[src/hw/fcss_map.svh]
// Command codes, status bit positions and bus timing counts for the flash controller
`ifndef FCSS_MAP_SVH
`define FCSS_MAP_SVH
`define FCSS_CMD_READ_ARRAY   8'hff
`define FCSS_CMD_READ_ID      8'h90
`define FCSS_CMD_QUERY        8'h98
`define FCSS_CMD_READ_STATUS  8'h70
`define FCSS_CMD_CLEAR_STATUS 8'h50
`define FCSS_CMD_PROG_SETUP   8'h40
`define FCSS_CMD_PROG_ALT     8'h10
`define FCSS_CMD_ERASE_SETUP  8'h20
`define FCSS_CMD_CONFIRM      8'hd0
`define FCSS_CMD_SUSPEND      8'hb0
`define FCSS_CMD_CFG_SETUP    8'h60
`define FCSS_CMD_LOCK         8'h01
`define FCSS_CMD_LOCKDOWN     8'h2f
`define FCSS_CMD_PROT_SETUP   8'hc0
`define FCSS_PROT_LOCK_DATA   16'hfffd
`define FCSS_BIT_READY        7
`define FCSS_BIT_ERASE_SUSP   6
`define FCSS_BIT_ERASE_FAIL   5
`define FCSS_BIT_PROG_FAIL    4
`define FCSS_BIT_SUPPLY_LOW   3
`define FCSS_BIT_PROG_SUSP    2
`define FCSS_BIT_LOCK_ABORT   1
`define FCSS_STATUS_MASK      8'hfe
// Strobe phase lengths, in ns and in 50 ns clock cycles (rounded up)
`define FCSS_CLK_NS           50
`define FCSS_STROBE_NS        100
`define FCSS_STROBE_CYC       ((`FCSS_STROBE_NS + `FCSS_CLK_NS - 1) / `FCSS_CLK_NS)
`define FCSS_GAP_NS           50
`define FCSS_GAP_CYC          ((`FCSS_GAP_NS + `FCSS_CLK_NS - 1) / `FCSS_CLK_NS)
`endif

[src/hw/fcss_pkg.sv]
// Types shared by the flash command controller
package fcss_pkg;
   // User operations
   typedef enum logic [3:0] {
      FCSS_OP_READ_ARRAY = 4'h0,
      FCSS_OP_READ_ID    = 4'h1,
      FCSS_OP_QUERY      = 4'h2,
      FCSS_OP_STATUS     = 4'h3,
      FCSS_OP_CLEAR      = 4'h4,
      FCSS_OP_PROGRAM    = 4'h5,
      FCSS_OP_ERASE      = 4'h6,
      FCSS_OP_SUSPEND    = 4'h7,
      FCSS_OP_RESUME     = 4'h8,
      FCSS_OP_LOCK       = 4'h9,
      FCSS_OP_UNLOCK     = 4'ha,
      FCSS_OP_LOCKDOWN   = 4'hb,
      FCSS_OP_PROT_PROG  = 4'hc,
      FCSS_OP_PROT_LOCK  = 4'hd,
      FCSS_OP_READ       = 4'he
   } fcss_op_e;
   // Bus cycle sequencer states
   typedef enum logic [1:0] {
      FCSS_CYC_IDLE   = 2'b00,
      FCSS_CYC_STROBE = 2'b01,
      FCSS_CYC_GAP    = 2'b10
   } fcss_cyc_e;
endpackage

[src/hw/fcss_ctrl.sv]
// Host-side controller that sequences flash commands and interprets status
`timescale 1ns/1ns
`include "fcss_map.svh"
// Overview of operation
// - Erase suspended only when bits 7,6 set
// - Second resume needed to finish erase after nested program suspend
// - Program: setup then address and data
// - Erase: setup then confirm at block
// - Config setup then lock action code
// - Protection program or lock pattern
// - Test ready bit before result bits
// - Mask reserved bit 0 when polling
// - Toggle strobe for every status poll
module fcss_ctrl
   import fcss_pkg::*;
(
   input  wire logic        i_clk,          // 20 MHz clock
   input  wire logic        i_nrst,         // Async reset, active low
   input  wire logic        i_req,          // User request, one pulse
   input  wire logic [3:0]  i_op,           // Operation, fcss_op_e code
   input  wire logic [21:0] i_addr,         // Target word address
   input  wire logic [15:0] i_data,         // Program word
   input  wire logic        i_wait,         // Poll until ready after command
   output logic             o_ready,        // Ready to take a request
   output logic             o_done,         // Request finished, one pulse
   output logic             o_refused,      // Request refused, one pulse
   output logic [15:0]      o_rdata,        // Read data or status
   output logic [7:0]       o_status,       // Last polled status, bit 0 masked
   output logic             o_erase_susp,   // Erase confirmed suspended
   output logic             o_prog_susp,    // Program confirmed suspended
   output logic             o_seq_error,    // Command sequence error seen
   output logic             o_nested,       // Program running in suspended erase
   output logic [21:0]      o_a,            // Flash address pins
   output logic [15:0]      o_dq_out,       // Flash data out
   output logic             o_dq_oe,        // High while driving data
   input  wire logic [15:0] i_dq_in,        // Flash data in
   output logic             o_ce_n,         // Chip enable, active low
   output logic             o_oe_n,         // Output enable, active low
   output logic             o_we_n          // Write enable, active low
);
   // Controller states
   typedef enum logic [2:0] {
      FCSS_ST_IDLE  = 3'b000,
      FCSS_ST_FIRST = 3'b001,
      FCSS_ST_SECND = 3'b010,
      FCSS_ST_POLL  = 3'b011,
      FCSS_ST_FIN   = 3'b100
   } fcss_ctl_e;

   fcss_ctl_e   state;        // Controller state
   fcss_op_e    op;           // Latched operation
   logic [21:0] addr;         // Latched address
   logic [15:0] data;         // Latched data
   logic        wait_rdy;     // Latched poll request
   logic        cyc_start;    // Pulse to bus cycle unit
   logic        cyc_write;    // Direction of that cycle
   logic [21:0] cyc_addr;     // Address of that cycle
   logic [15:0] cyc_wdata;    // Data of that cycle
   logic        cyc_busy;     // Bus cycle running
   logic        cyc_done;     // Bus cycle finished
   logic [15:0] cyc_rdata;    // Data read back
   logic        erase_run;    // Host belief: erase outstanding
   logic        prog_nest;    // Program issued inside suspended erase
   logic [6:0]  erase_blk;    // Block of the outstanding erase

   // First-cycle code for each operation; bare reads issue no write
   function automatic logic [15:0] first_code(input fcss_op_e o);
      case (o)
         FCSS_OP_READ_ARRAY: first_code = {8'h0, `FCSS_CMD_READ_ARRAY};
         FCSS_OP_READ_ID:    first_code = {8'h0, `FCSS_CMD_READ_ID};
         FCSS_OP_QUERY:      first_code = {8'h0, `FCSS_CMD_QUERY};
         FCSS_OP_STATUS:     first_code = {8'h0, `FCSS_CMD_READ_STATUS};
         FCSS_OP_CLEAR:      first_code = {8'h0, `FCSS_CMD_CLEAR_STATUS};
         FCSS_OP_PROGRAM:    first_code = {8'h0, `FCSS_CMD_PROG_SETUP};
         FCSS_OP_ERASE:      first_code = {8'h0, `FCSS_CMD_ERASE_SETUP};
         FCSS_OP_SUSPEND:    first_code = {8'h0, `FCSS_CMD_SUSPEND};
         FCSS_OP_RESUME:     first_code = {8'h0, `FCSS_CMD_CONFIRM};
         FCSS_OP_LOCK,
         FCSS_OP_UNLOCK,
         FCSS_OP_LOCKDOWN:   first_code = {8'h0, `FCSS_CMD_CFG_SETUP};
         FCSS_OP_PROT_PROG,
         FCSS_OP_PROT_LOCK:  first_code = {8'h0, `FCSS_CMD_PROT_SETUP};
         default:            first_code = 16'h0;
      endcase
   endfunction

   // Second-cycle data for two-write sequences
   function automatic logic [15:0] second_code(input fcss_op_e o, input logic [15:0] d);
      case (o)
         FCSS_OP_PROGRAM,
         FCSS_OP_PROT_PROG:  second_code = d;
         FCSS_OP_ERASE,
         FCSS_OP_UNLOCK:     second_code = {8'h0, `FCSS_CMD_CONFIRM};
         FCSS_OP_LOCK:       second_code = {8'h0, `FCSS_CMD_LOCK};
         FCSS_OP_LOCKDOWN:   second_code = {8'h0, `FCSS_CMD_LOCKDOWN};
         FCSS_OP_PROT_LOCK:  second_code = `FCSS_PROT_LOCK_DATA;
         default:            second_code = 16'h0;
      endcase
   endfunction

   // Decode of the request and of the latched operation
   wire fcss_op_e req_op   = fcss_op_e'(i_op);
   wire two_cycle = (op == FCSS_OP_PROGRAM) || (op == FCSS_OP_ERASE) ||
                    (op == FCSS_OP_LOCK) || (op == FCSS_OP_UNLOCK) ||
                    (op == FCSS_OP_LOCKDOWN) || (op == FCSS_OP_PROT_PROG) ||
                    (op == FCSS_OP_PROT_LOCK);
   wire bare_read = (op == FCSS_OP_READ);
   wire engine_op = (op == FCSS_OP_PROGRAM) || (op == FCSS_OP_ERASE) ||
                    (op == FCSS_OP_PROT_PROG) || (op == FCSS_OP_PROT_LOCK);
   wire poll_op   = engine_op || (op == FCSS_OP_SUSPEND) || (op == FCSS_OP_RESUME);
   // Polled status with reserved bit masked; only the low byte carries it
   wire [7:0] poll_st = cyc_rdata[7:0] & `FCSS_STATUS_MASK;
   wire st_ready  = poll_st[`FCSS_BIT_READY];
   // Suspend needs both ready and its suspend bit before it counts
   wire st_esusp  = st_ready & poll_st[`FCSS_BIT_ERASE_SUSP];
   wire st_psusp  = st_ready & poll_st[`FCSS_BIT_PROG_SUSP];
   wire st_seqerr = st_ready & poll_st[`FCSS_BIT_PROG_FAIL] &
                    poll_st[`FCSS_BIT_ERASE_FAIL];
   // Refusals keep the device out of undefined sequences
   wire refuse = ((req_op == FCSS_OP_ERASE) && o_erase_susp) ||
                 ((req_op == FCSS_OP_RESUME) && o_erase_susp && prog_nest &&
                  !o_prog_susp) ||
                 ((req_op == FCSS_OP_PROGRAM) && o_erase_susp &&
                  (i_addr[21:15] == erase_blk)) ||
                 (i_op == 4'hf);
   assign o_ready = (state == FCSS_ST_IDLE);

   // Each poll is its own read cycle, so output enable toggles every time
   always_comb begin
      cyc_start = 1'b0;
      cyc_write = 1'b1;
      cyc_addr  = addr;
      cyc_wdata = first_code(op);
      case (state)
         FCSS_ST_FIRST: begin
            cyc_start = !cyc_busy && !cyc_done;
            cyc_write = !bare_read;
         end
         FCSS_ST_SECND: begin
            cyc_start = !cyc_busy && !cyc_done;
            cyc_wdata = second_code(op, data);
         end
         FCSS_ST_POLL: begin
            cyc_start = !cyc_busy && !cyc_done;
            cyc_write = 1'b0;
         end
         default: cyc_start = 1'b0;
      endcase
   end

   fcss_bus_cycle u_cyc (
      .i_clk    (i_clk),
      .i_nrst   (i_nrst),
      .i_start  (cyc_start),
      .i_write  (cyc_write),
      .i_addr   (cyc_addr),
      .i_wdata  (cyc_wdata),
      .i_dq_in  (i_dq_in),
      .o_busy   (cyc_busy),
      .o_done   (cyc_done),
      .o_rdata  (cyc_rdata),
      .o_a      (o_a),
      .o_dq_out (o_dq_out),
      .o_dq_oe  (o_dq_oe),
      .o_ce_n   (o_ce_n),
      .o_oe_n   (o_oe_n),
      .o_we_n   (o_we_n)
   );

   // Command sequencing and host view of suspension state
   always_ff @(posedge i_clk or negedge i_nrst) begin
      if (!i_nrst) begin
         state <= FCSS_ST_IDLE;
         op <= FCSS_OP_READ_ARRAY;
         addr <= 22'h0;
         data <= 16'h0;
         wait_rdy <= 1'b0;
         o_done <= 1'b0;
         o_refused <= 1'b0;
         o_rdata <= 16'h0;
         o_status <= 8'h0;
         o_erase_susp <= 1'b0;
         o_prog_susp <= 1'b0;
         o_seq_error <= 1'b0;
         erase_run <= 1'b0;
         prog_nest <= 1'b0;
         erase_blk <= 7'h0;
      end else begin
         o_done <= 1'b0;
         o_refused <= 1'b0;
         case (state)
            FCSS_ST_IDLE: begin
               if (i_req && refuse) begin
                  o_refused <= 1'b1;
               end else if (i_req) begin
                  op <= req_op;
                  addr <= i_addr;
                  data <= i_data;
                  wait_rdy <= i_wait;
                  state <= FCSS_ST_FIRST;
               end
            end
            FCSS_ST_FIRST: begin
               if (cyc_done) begin
                  if (bare_read) o_rdata <= cyc_rdata;
                  if (two_cycle) state <= FCSS_ST_SECND;
                  else if (poll_op && wait_rdy) state <= FCSS_ST_POLL;
                  else state <= FCSS_ST_FIN;
                  if (op == FCSS_OP_CLEAR) o_seq_error <= 1'b0;
                  // One resume continues the nested program, the next the erase
                  if (op == FCSS_OP_RESUME) begin
                     if (o_prog_susp) o_prog_susp <= 1'b0;
                     else if (o_erase_susp && !prog_nest) o_erase_susp <= 1'b0;
                  end
               end
            end
            FCSS_ST_SECND: begin
               if (cyc_done) begin
                  state <= (engine_op && wait_rdy) ? FCSS_ST_POLL : FCSS_ST_FIN;
                  if (op == FCSS_OP_ERASE) erase_run <= 1'b1;
                  // Later requests overwrite addr, so the erased block is kept apart
                  if (op == FCSS_OP_ERASE) erase_blk <= addr[21:15];
                  if (op == FCSS_OP_PROGRAM && o_erase_susp) prog_nest <= 1'b1;
               end
            end
            FCSS_ST_POLL: begin
               if (cyc_done) begin
                  o_status <= poll_st;
                  o_rdata <= {8'h0, poll_st};
                  if (st_ready) begin
                     state <= FCSS_ST_FIN;
                     if (st_seqerr) o_seq_error <= 1'b1;
                     if (st_esusp && erase_run) o_erase_susp <= 1'b1;
                     if (st_psusp) o_prog_susp <= 1'b1;
                     // Ready without program suspend: the nested program has ended
                     if (!st_psusp && prog_nest) prog_nest <= 1'b0;
                     if (!st_esusp && !o_erase_susp) erase_run <= 1'b0;
                  end
               end
            end
            FCSS_ST_FIN: begin
               o_done <= 1'b1;
               state <= FCSS_ST_IDLE;
            end
            default: state <= FCSS_ST_IDLE;
         endcase
      end
   end

   assign o_nested = prog_nest;
endmodule

[src/hw/fcss_bus_cycle.sv]
// One asynchronous flash bus cycle: a write or a read strobe with recovery gap
`timescale 1ns/1ns
`include "fcss_map.svh"
module fcss_bus_cycle
   import fcss_pkg::*;
(
   input  wire logic        i_clk,     // 20 MHz clock
   input  wire logic        i_nrst,    // Async reset, active low
   input  wire logic        i_start,   // Start a cycle, one pulse
   input  wire logic        i_write,   // 1 write, 0 read
   input  wire logic [21:0] i_addr,    // Word address
   input  wire logic [15:0] i_wdata,   // Write data
   input  wire logic [15:0] i_dq_in,   // Data pins in
   output logic             o_busy,    // Cycle in progress
   output logic             o_done,    // Cycle finished, one pulse
   output logic [15:0]      o_rdata,   // Data captured on a read
   output logic [21:0]      o_a,       // Address pins
   output logic [15:0]      o_dq_out,  // Data pins out
   output logic             o_dq_oe,   // High while driving data
   output logic             o_ce_n,    // Chip enable, active low
   output logic             o_oe_n,    // Output enable, active low
   output logic             o_we_n     // Write enable, active low
);
   fcss_cyc_e  state;        // Sequencer state
   logic [3:0] cnt;          // Phase counter
   logic       wr;           // Latched direction
   wire        phase_end = (cnt == 4'h0);
   // Strobes fall on entering the strobe phase and rise at its end, so each
   // status poll gets a fresh falling edge of output enable
   always_ff @(posedge i_clk or negedge i_nrst) begin
      if (!i_nrst) begin
         state <= FCSS_CYC_IDLE;
         cnt <= 4'h0;
         wr <= 1'b0;
         o_a <= 22'h0;
         o_dq_out <= 16'h0;
         o_dq_oe <= 1'b0;
         o_ce_n <= 1'b1;
         o_oe_n <= 1'b1;
         o_we_n <= 1'b1;
         o_rdata <= 16'h0;
         o_done <= 1'b0;
      end else begin
         o_done <= 1'b0;
         case (state)
            FCSS_CYC_IDLE: begin
               if (i_start) begin
                  state <= FCSS_CYC_STROBE;
                  cnt <= 4'(`FCSS_STROBE_CYC - 1);
                  wr <= i_write;
                  o_a <= i_addr;
                  o_dq_out <= i_wdata;
                  o_dq_oe <= i_write;
                  o_ce_n <= 1'b0;
                  o_oe_n <= i_write;
                  o_we_n <= !i_write;
               end
            end
            FCSS_CYC_STROBE: begin
               if (phase_end) begin
                  // Sample read data before output enable rises
                  if (!wr) o_rdata <= i_dq_in;
                  o_ce_n <= 1'b1;
                  o_oe_n <= 1'b1;
                  o_we_n <= 1'b1;
                  state <= FCSS_CYC_GAP;
                  cnt <= 4'(`FCSS_GAP_CYC - 1);
               end else begin
                  cnt <= cnt - 4'h1;
               end
            end
            FCSS_CYC_GAP: begin
               o_dq_oe <= 1'b0;
               if (phase_end) begin
                  state <= FCSS_CYC_IDLE;
                  o_done <= 1'b1;
               end else begin
                  cnt <= cnt - 4'h1;
               end
            end
            default: state <= FCSS_CYC_IDLE;
         endcase
      end
   end
   assign o_busy = (state != FCSS_CYC_IDLE);
endmodule

[config.mk]
export PLATFORM = sky130hd
export DESIGN_NAME = fcss_ctrl
export DESIGN_NICKNAME = d
export VERILOG_FILES = /design/src/hw/fcss_pkg.sv /design/src/hw/fcss_ctrl.sv /design/src/hw/fcss_bus_cycle.sv
export VERILOG_INCLUDE_DIRS = /design/src /design/src/hw
export SDC_FILE = /design/constraint.sdc
export NUM_CORES = 1
export LEC_CHECK = 0
export BUFFER_PORTS_ARGS = -buffer_cell sky130_fd_sc_hd__buf_4
export CAP_MARGIN = 20
export CORE_AREA = 2 2 187 97
export CTS_BUF_LIST = sky130_fd_sc_hd__clkbuf_8
export CTS_CLUSTER_DIAMETER = 120
export DETAILED_ROUTE_END_ITERATION = 10
export DIE_AREA = 0 0 189 99
export GPL_ROUTABILITY_DRIVEN = 0
export PLACE_DENSITY = 0.71
export SYNTH_ARGS = -nofsm -noshare
export SYNTH_HDL_FRONTEND = slang
export SYNTH_SLANG_ARGS = --single-unit
[constraint.sdc]
create_clock -name i_clk -period 3.1 [get_ports i_clk]
set_input_delay 0.155 -clock i_clk [delete_from_list [all_inputs] [get_ports i_clk]]
set_output_delay 0.155 -clock i_clk [all_outputs]
set_load 0.005 [all_outputs]
==> impl_metrics.tcl, run 1 <==
set metrics [dict create \
    crit_chain "inv_1 > ha_1 > nor4bb_1 > a211oi_1 > nand4_1 > o21ai_0" \
    min_path_type "input pin to async pin" \
    crit_arrival_ps 2990 \
    path_delay_family "compound AO/OA/AOI/OAI gates" \
    h-tree-depth 4 \
    yosysSeqAreaShare 0.554 \
    drt_iter0_drc 343 \
    ys_types 61 \
    grt.overflow.total 0 \
    die_area_um2 18700 \
    wl_um 16600 \
    fp.dieH_um 99 \
    rsz0062_at_grt "no" \
    crit_path_top_delay_cell "ha_1" \
    grt_pass1_wl_um 27300 \
    initial_core_util 0.395 \
    path_max_fanout 19 \
    netlist_area_um2 6740 \
    placed_cell_area_um2 7950 \
    drv_cap 0 \
    synth_edf_count 0 \
    port_buffers 133 \
    cpPeakStageDelay_ps 570 \
    power_density_nw_per_um2 908 \
    max_freq_mhz 381 \
    finalHoldViolations 0 \
    fin_worst_skew_ps 11.3 \
    ys_warn_count 0 \
    coreArea_um2 17100 \
    track_usage 0.188 \
    cts_root_buffer "clkbuf_8" \
    cts-hold-fix-buffers 61 \
    syn_nets 676 \
    cts_num_sinks 149 \
    cp.required_ps 3460 \
    cp.buffers_inverters 1 \
    syn_to_final_growth_pct 33.1 \
    cts_resized 0 \
    drv_slew 0 \
    die_w_um 189 \
    antenna_left 0 \
    final_cells 1038 \
    clk_path_buf_depth 2 \
    design_area_um2 8970 \
    finalCritPeriodShare 0.846 \
    synth_flop_cell "dfrtp_1" \
    worst_pin_slew_ps 802 \
    layout.area.seq_um2 3730 \
    p_leak_uw 0.00430 \
    cts_buffers 17 \
    clock_latency_ps 450 \
    clk_pin_slew_worst_paths_ps 90 \
    grt_max_degree 77 \
    final_util 0.526 \
    synthCells 602 \
    rows 34 \
    end_kind "register" \
    status "finished, final reports clean" \
    post_cts_buffers 0 \
    io-pin-count 135 \
    fin_crit_ps 2620 \
    multi_input_area_um2 2780 \
    syn_avg_cell_area_um2 11.2 \
    synth-seq-cells 149 \
    path_class "register to register" \
    dr_total_vias 5143 \
    timing.slew.headroom 0.466 \
    antenna_found_initial 1 \
    firstDrtPassIters 4 \
    cts_tree "built" \
    nFillCells 1501 \
    start_kind "register" \
    dp_cells 944 \
    avgRoutedWirePerCell_um 16.0 \
    nets 864 \
    hpwl_um 11200 \
    drc_errors 0 \
    grt_pass1_vias 5127 \
    setup_violations 0 \
    viasPerCell 4.95 \
    drive_above_1_share 0.306 \
    irDropWorstVdd_uv 378 \
    synthArstFlopShare 1.00 \
    setup_tns_ps 0 \
]
==> sequential cells by signal, indices dropped and copies added (netlist names), 2 cells and up <==
register and cells:
op 4, erase_blk 7, u_cyc.state 2, o_rdata 16
u_cyc.o_a 22, addr 22, u_cyc.o_rdata 16, u_cyc.o_dq_out 16
data 16, o_status 7, u_cyc.cnt 4, state 3
==> logic make-up after synthesis <==
family	after synthesis	synth area share
xor+xnor	8	0.0104
fa+ha+maj	12	0.0223
mux	83	0.140
simple gates	183	0.127
flops	149	0.554
compound gates	116	0.111
buf+inv	50	0.0356
other cells	1	0.000556
==> where the power goes <==
group,switching (uW),internal [uW],total [uW]
clock,777,767,1540
combinational,1650,1620,3270
sequential,632,2700,3330
total,3060,5080,8150
==> final cells by class <==
| type | instances | share of cell area |
|---|---|---|
| inverters | 14 | 0.00586 |
| clock inverters | 13 | 0.0163 |
| clock buffers | 19 | 0.0291 |
| diodes | 1 | 0.000279 |
| repair buffers | 205 | 0.190 |
| flip-flops and latches | 149 | 0.416 |
| multi-input cells | 403 | 0.309 |
| well taps | 234 | 0.0326 |
==> Yosys cell counts (4+ instances only) <==
| cell | n | area [um^2] |
|---|---|---|
| buf_6 | 4 | 45.0 |
| nand3_1 | 7 | 35.0 |
| dfrtp_1 | 146 | 3650 |
| nand2_1 | 110 | 413 |
| nor2b_1 | 6 | 37.5 |
| buf_2 | 12 | 60.1 |
| o31ai_1 | 4 | 30.0 |
| nor2_1 | 20 | 75.1 |
| mux2_1 | 26 | 293 |
| nand4_1 | 4 | 25.0 |
| o22ai_1 | 4 | 25.0 |
| nand2b_1 | 7 | 43.8 |
| clkbuf_1 | 16 | 60.1 |
| o21a_1 | 5 | 37.5 |
| a211oi_1 | 5 | 37.5 |
| inv_1 | 14 | 52.6 |
| o22a_1 | 4 | 35.0 |
| a21o_1 | 7 | 52.6 |
| o21ai_0 | 34 | 170 |
| a21oi_1 | 26 | 130 |
| nor3_1 | 6 | 30.0 |
| ha_1 | 12 | 150 |
| a22o_1 | 6 | 52.6 |
| mux2_2 | 55 | 619 |
| xor2_1 | 7 | 61.3 |
==> worst register-to-register path, stage by stage, from the launching register on <==
cell and delay (ps):
dfrtp_1 460, inv_1 160, ha_1 570, nor4bb_1 140
a211oi_1 500, nand4_1 420, o21ai_0 290
==> metrics by stage <==
stage	worst slack, ps	power (uW)	hold WS, ps
global placement	615	6500	239
CTS	419	8220	288
finish	477	8150	303
global route	192	8800	325
detailed placement	468	6570	238
floorplan	1190	5370	-141
==> worst paths after layout <==
| path | slack, ps | startpoint | depth (start not counted) | to |
|---|---|---|---|---|
| worst max-delay path | 480 | op[1]$_DFFE_PN0P_ | 6 | u_cyc.o_dq_out[8]$_DFFE_PN0P_ |
| worst min-delay path | 300 | i_nrst | 2 | o_status[3]$_DFFE_PN0P_ |
| worst max register to register | 480 | op[1]$_DFFE_PN0P_ | 6 | u_cyc.o_dq_out[8]$_DFFE_PN0P_ |
| worst min register to register | 460 | addr[2]$_DFFE_PN0P_ | 2 | u_cyc.o_a[2]$_DFFE_PN0P_ |
| max in group asynchronous | 1980 | i_nrst | 3 | u_cyc.o_oe_n$_DFFE_PN1P_ |
| min in group i_clk | 450 | i_addr[13] | 3 | addr[13]$_DFFE_PN0P_ |
==> cells in the final DEF, fill, tap and decap left out, types with 4 or more instances in the layout <==
cell and count:
clkinv_4 4, mux2_2 55, nor3_1 5, buf_4 142, o31ai_1 4, mux2_1 26, inv_1 14, a22o_1 6
o22a_1 4, xor2_1 7, dfrtp_1 146, nor2b_1 6, o21ai_0 34, dlygate4sd3_1 61, a211oi_1 5, nand4_1 4
o21a_1 5, nand2b_1 7, a21oi_1 26, ha_1 12, clkbuf_8 19, nor2_1 20, o22ai_1 4, nand3_1 7
nand2_1 110, a21o_1 7
==> routing by layer <==
metal	share of wire	GRT usage
met2	0.41	0.266
met4	0.0071	0.0481
met5	0	0
met3	0.063	0.0623
met1	0.51	0.275
No activity file was read; power rests on OpenSTA's default activity.
==> run 2: changes to the inputs <==
--- a/config.mk
+++ b/config.mk
@@ -14,7 +14,7 @@
 export DETAILED_ROUTE_END_ITERATION = 10
 export DIE_AREA = 0 0 189 99
 export GPL_ROUTABILITY_DRIVEN = 0
-export PLACE_DENSITY = 0.71
+export PLACE_DENSITY = 0.73
 export SYNTH_ARGS = -nofsm -noshare
 export SYNTH_HDL_FRONTEND = slang
 export SYNTH_SLANG_ARGS = --single-unit
==> constraint.sdc (replaced) <==
create_clock -name i_clk -period 2.35 [get_ports i_clk]
set_input_delay 0.1175 -clock i_clk [delete_from_list [all_inputs] [get_ports i_clk]]
set_output_delay 0.1175 -clock i_clk [all_outputs]
set_load 0.005 [all_outputs]
==> run 2 against run 1 <==
Effect of this change: maximum frequency is 26% higher; clock power is 31% higher; setup slack worse by 200 ps; largest power group is now combinational cells.
==> impl_metrics.tcl, run 2 (same netlist as run 1, synthesis figures left out) <==
set metrics [dict create \
    dp_cells 960 \
    min_path_type "input pin to async pin" \
    cts_root_buffer "clkbuf_8" \
    die_area_um2 18700 \
    end_kind "register" \
    drc_errors 0 \
    syn_to_final_growth_pct 34.9 \
    hpwl_um 11700 \
    crit_arrival_ps 2430 \
    comb_power_share 0.425 \
    met3_length_um 1260 \
    firstDrtPassIters 5 \
    cp_common_cell "nand2b_1" \
    drv_slew 0 \
    drt_iter0_drc 351 \
    dr_wl_met2_um 6930 \
    layout.area.seq_um2 3730 \
    coreArea_um2 17100 \
    final_cell_mix "157 x buf_4, 146 x dfrtp_1, 110 x nand2_1" \
    antenna_left 0 \
    grt.overflow.total 0 \
    max_freq_mhz 481 \
    setup_violations 0 \
    cts_num_sinks 149 \
    power_density_nw_per_um2 1200 \
    routed.top_layer "met4" \
    clk_path_buf_depth 2 \
    worst_pin_slew_ps 559 \
    rsz0062_at_grt "no" \
    cts_tree "built" \
    status "finished, final reports clean" \
    grt_max_degree 53 \
    wl_met1_um 8420 \
    crit_path_top_delay_cell "or3_2" \
    nFillCells 1512 \
    cp.buffers_inverters 1 \
    p_int_uw 6840 \
    path_max_fanout 7 \
    finalCritPeriodShare 0.884 \
    nets 880 \
    final_cells 1055 \
    reg.largest.list "addr x22, u_cyc.o_a x22" \
    antenna_found_initial 2 \
    drive_above_1_share 0.319 \
    grt_pass1_vias 5311 \
    rows 34 \
    initial_core_util 0.395 \
    clock_latency_ps 450 \
    dr_total_vias 5270 \
    die_w_um 189 \
    cts_buffers 17 \
    p_leak_uw 0.00437 \
    port_buffers 133 \
    fin_worst_skew_ps 20.2 \
    post_cts_buffers 0 \
    multi_input_area_um2 2780 \
    irDropWorstVdd_uv 622 \
    finalHoldViolations 0 \
    h-tree-depth 4 \
    track_usage 0.192 \
    crit_chain "inv_1 > ha_1 > nand2b_1 > or3_2 > a211oi_2 > nand2b_1 > o22ai_1" \
    path_class "register to register" \
    mostFrequentLayoutCell "buf_4" \
    io-pin-count 135 \
    path_delay_family "simple AND/OR/NAND/NOR gates" \
    setup_tns_ps 0 \
    cpPeakStageDelay_ps 460 \
    fp.dieH_um 99 \
    switchingPower_uw 4100 \
    avgRoutedWirePerCell_um 15.9 \
    cp.required_ps 2700 \
    clk_pin_slew_worst_paths_ps 100 \
    fin_crit_ps 2080 \
    switching_share 0.375 \
    start_kind "register" \
    pwr-share-clk 0.183 \
    wl_um 16800 \
    timing.slew.headroom 0.627 \
    drv_cap 0 \
    viasPerCell 5.00 \
    seq_power_share 0.391 \
    grt_pass1_wl_um 28100 \
]
-- run 2: metrics by stage --
| step | utilization | area (um^2) | setup WS, ps | total power [uW] | hold WS (ps) |
|---|---|---|---|---|---|
| 2_1_floorplan | - | 6740 | 443 | 7090 | -178 |
| 3_3_place_gp | 0.474 | 8080 | 383 | 8750 | 106 |
| 3_5_place_dp | 0.474 | 8080 | 317 | 8870 | 105 |
| 4_1_cts | 0.533 | 9090 | 281 | 11000 | 172 |
| 5_1_grt | 0.533 | 9100 | 110 | 11800 | 195 |
| 6_report | 0.533 | 9100 | 272 | 10900 | 188 |
-- run 2: cell type report --
| cell class | instances | area share |
|---|---|---|
| Clock buffer | 18 | 0.0272 |
| Antenna cell | 2 | 0.000550 |
| Inverter | 14 | 0.00578 |
| Multi-Input combinational cell | 403 | 0.305 |
| Sequential cell | 149 | 0.410 |
| Tap cell | 234 | 0.0322 |
| Clock inverter | 14 | 0.0166 |
| Timing Repair Buffer | 221 | 0.202 |
-- run 2: repair_timing --
action | in CTS | in global routing
hold buffers | 61 | 0
gates resized for setup | 0 | 0
hold endpoints to repair | 109 | 0
-- run 2: power groups by stage --
stage / clock (uW) / combinational (uW) / sequential, uW
after global routing: 2200 / 5200 / 4420
after CTS: 2080 / 4660 / 4280
after global placement: 0 / 4460 / 4290
after floorplan: 0 / 2990 / 4100
after detailed placement: 0 / 4550 / 4320
final: 2010 / 4650 / 4280
-- run 2: metal layers --
layer	GRT usage	vias up
met5	0	-
met4	0.0451	0
li1	-	2498
met3	0.0595	23
met2	0.275	166
met1	0.282	2583
-- run 2: path summary, 6_finish.rpt --
| check | endpoint | startpoint | cells after the start | slack, ps |
|---|---|---|---|---|
| worst min-delay path | o_status[3]$_DFFE_PN0P_ | i_nrst | 2 | 190 |
| worst max register to register | u_cyc.cnt[1]$_DFFE_PN0P_ | u_cyc.state[0]$_DFFE_PN0P_ | 7 | 270 |
| worst max-delay path | u_cyc.cnt[1]$_DFFE_PN0P_ | u_cyc.state[0]$_DFFE_PN0P_ | 7 | 270 |
| worst min register to register | u_cyc.o_a[10]$_DFFE_PN0P_ | addr[10]$_DFFE_PN0P_ | 2 | 470 |
| min in group i_clk | addr[1]$_DFFE_PN0P_ | i_addr[1] | 3 | 430 |
| max in group asynchronous | o_rdata[9]$_DFFE_PN0P_ | i_nrst | 3 | 1440 |
==> run 3: changes to the inputs <==
--- a/config.mk
+++ b/config.mk
@@ -14,7 +14,7 @@
 export DETAILED_ROUTE_END_ITERATION = 10
 export DIE_AREA = 0 0 189 99
 export GPL_ROUTABILITY_DRIVEN = 0
-export PLACE_DENSITY = 0.73
+export PLACE_DENSITY = 0.65
 export SYNTH_ARGS = -nofsm -noshare
 export SYNTH_HDL_FRONTEND = slang
 export SYNTH_SLANG_ARGS = --single-unit
==> constraint.sdc (replaced) <==
create_clock -name i_clk -period 1.8 [get_ports i_clk]
set_input_delay 0.27 -clock i_clk [delete_from_list [all_inputs] [get_ports i_clk]]
set_output_delay 0.27 -clock i_clk [all_outputs]
set_load 0.005 [all_outputs]
==> run 3 against run 2 <==
Effect of this change: the flow now finishes with violations (setup timing); cell count shrank 0.57%; combinational power is 68% higher; clock-buffer cell count decreased by 1; power grew 47%; clock power is 32% higher; worst hold slack lost 160 ps; first-iteration DRC count is 23% lower; routed wire length rose by 6.9%; critical path depth fell by 1; sequential share of layout area fell by 1.1 points; setup slack worse by 410 ps; critical path type unchanged.
==> impl_metrics.tcl, run 3 (same netlist as run 1, synthesis figures left out) <==
set metrics [dict create \
    max_freq_mhz 516 \
    initial_core_util 0.395 \
    drv_slew 0 \
    fin_crit_ps 1940 \
    grt_pass1_vias 5471 \
    drv_cap 0 \
    grt_pass1_wl_um 28100 \
    setup_tns_ps -5280 \
    reg.largest.list "addr x22, u_cyc.o_a x22" \
    setup_ws_ps -137 \
    cts_buffers 17 \
    clock_latency_ps 450 \
    whs_ps 31.5 \
    reg2reg_to "data[5]$_DFFE_PN0P_" \
    power_density_nw_per_um2 1720 \
    r2r_start "erase_blk[5]$_DFFE_PN0P_" \
    rows 34 \
    antenna_found_initial 0 \
    timing.slew.headroom 0.649 \
    final_cell_mix "196 x buf_4, 142 x dfrtp_1, 109 x nand2_1" \
    io-pin-count 135 \
    antenna_left 0 \
    final_util 0.549 \
    syn_to_final_growth_pct 38.9 \
    cp.required_ps 2130 \
    grt.overflow.total 0 \
    rr_worst_depth 6 \
    violations "setup timing" \
    drive_above_1_share 0.448 \
    fp.dieH_um 99 \
    rsz0062_at_grt "yes" \
    viasPerCell 5.05 \
    min_path_type "input pin to register" \
    setup_violations 46 \
    dr_total_vias 5302 \
    clk_pin_slew_worst_paths_ps 90 \
    start_kind "register" \
    h-tree-depth 4 \
    hpwl_um 13000 \
    min_from "i_data[8]" \
    mostFrequentLayoutCell "buf_4" \
    status "finished, violations left" \
    grt_max_degree 42 \
    firstDrtPassIters 5 \
    coreArea_um2 17100 \
    cts_num_sinks 149 \
    drt_iter0_drc 271 \
    avgRoutedWirePerCell_um 17.1 \
    wl_um 18000 \
    crit_arrival_ps 2270 \
    nFillCells 1441 \
    path_max_fanout 18 \
    cts_root_buffer "clkbuf_8" \
    r2r_setup_slack_ps -140 \
    port_buffers 133 \
    p_leak_uw 0.00453 \
    end_kind "register" \
    dp_cells 1004 \
    hold-path-endpoint "data[8]$_DFFE_PN0P_" \
    track_usage 0.193 \
    die_area_um2 18700 \
    fin_worst_skew_ps 10.4 \
    finalCritPeriodShare 1.08 \
    die_w_um 189 \
    cts_tree "built" \
    critPathLaunch "erase_blk[5]$_DFFE_PN0P_" \
    finalHoldViolations 0 \
    nets 876 \
    clk_path_buf_depth 2 \
    hold_depth 2 \
    path_class "register to register" \
    irDropWorstVdd_uv 630 \
    drc_errors 0 \
    worst_pin_slew_ps 522 \
    final_cells 1049 \
    power_uw 16100 \
    num_antenna_cells 0 \
]
run 3: cell types whose count changed in the layout (fill, tap and decap cells not counted), moves of 6 or more:
cell	change
o21ai_0	-12
buf_4	+39
buf_6	+8
buf_12	+6
o21ai_2	+7
dlygate4sd3_1	-59
run 3: worst max path at each step:
stage	end	slack (ps)	depth (start not counted)
global route	data[1]$_DFFE_PN0P_	-250	6
global placement	addr[2]$_DFFE_PN0P_	-190	7
detailed placement	addr[8]$_DFFE_PN0P_	-290	6
CTS	data[4]$_DFFE_PN0P_	-180	6
finish	data[5]$_DFFE_PN0P_	-140	6
floorplan	o_erase_susp$_DFFE_PN0P_	-20	7
run 3: metal layers:
layer | up-vias | GRT usage | share of wire
li1 | 2505 | - | -
met1 | 2646 | 0.269 | 0.48
met2 | 136 | 0.304 | 0.46
met3 | 15 | 0.0431 | 0.055
met4 | 0 | 0.0565 | 0.0097
met5 | - | 0 | 0
run 3: report_power, final:
group,switching (uW),total (uW),internal (uW)
logic,3690,7810,4120
clock network,1390,2650,1270
registers,997,5660,4660
run 3: final cells by class:
type / count / area, um^2 / share of cell area
sequential: 149 / 3740 / 0.399
clock inverter: 15 / 168 / 0.0179
clock buffer: 17 / 234 / 0.0250
timing repair buffer: 217 / 1790 / 0.191
tap: 234 / 293 / 0.0313
inverter: 14 / 55.1 / 0.00588
multi-input combinational: 403 / 3090 / 0.329
run 3: per-stage QoR:
step	worst slack [ps]	instance area (um^2)
6_report	-137	9370
5_1_grt	-254	9370
4_1_cts	-185	9070
3_5_place_dp	-291	8520
3_3_place_gp	-195	8520
2_1_floorplan	-17.1	6790
run 3: what timing repair did:
| action | in CTS | in global routing |
|---|---|---|
| hold buffers | 2 | 0 |
| gates resized for setup | 25 | 62 |
| hold endpoints to repair | 36 | 0 |
| pin swaps | 14 | 24 |
| buffers inserted | 4 | 7 |
| gates cloned | 0 | 1 |
| setup endpoints to repair | 82 | 80 |
run 3: worst max-delay path, stage by stage, from the launching register on:
cell,delay (ps)
dfrtp_1,400
xor2_1,170
nor4_2,320
nand4_1,230
nand4_4,170
buf_12,180
mux2_1,340
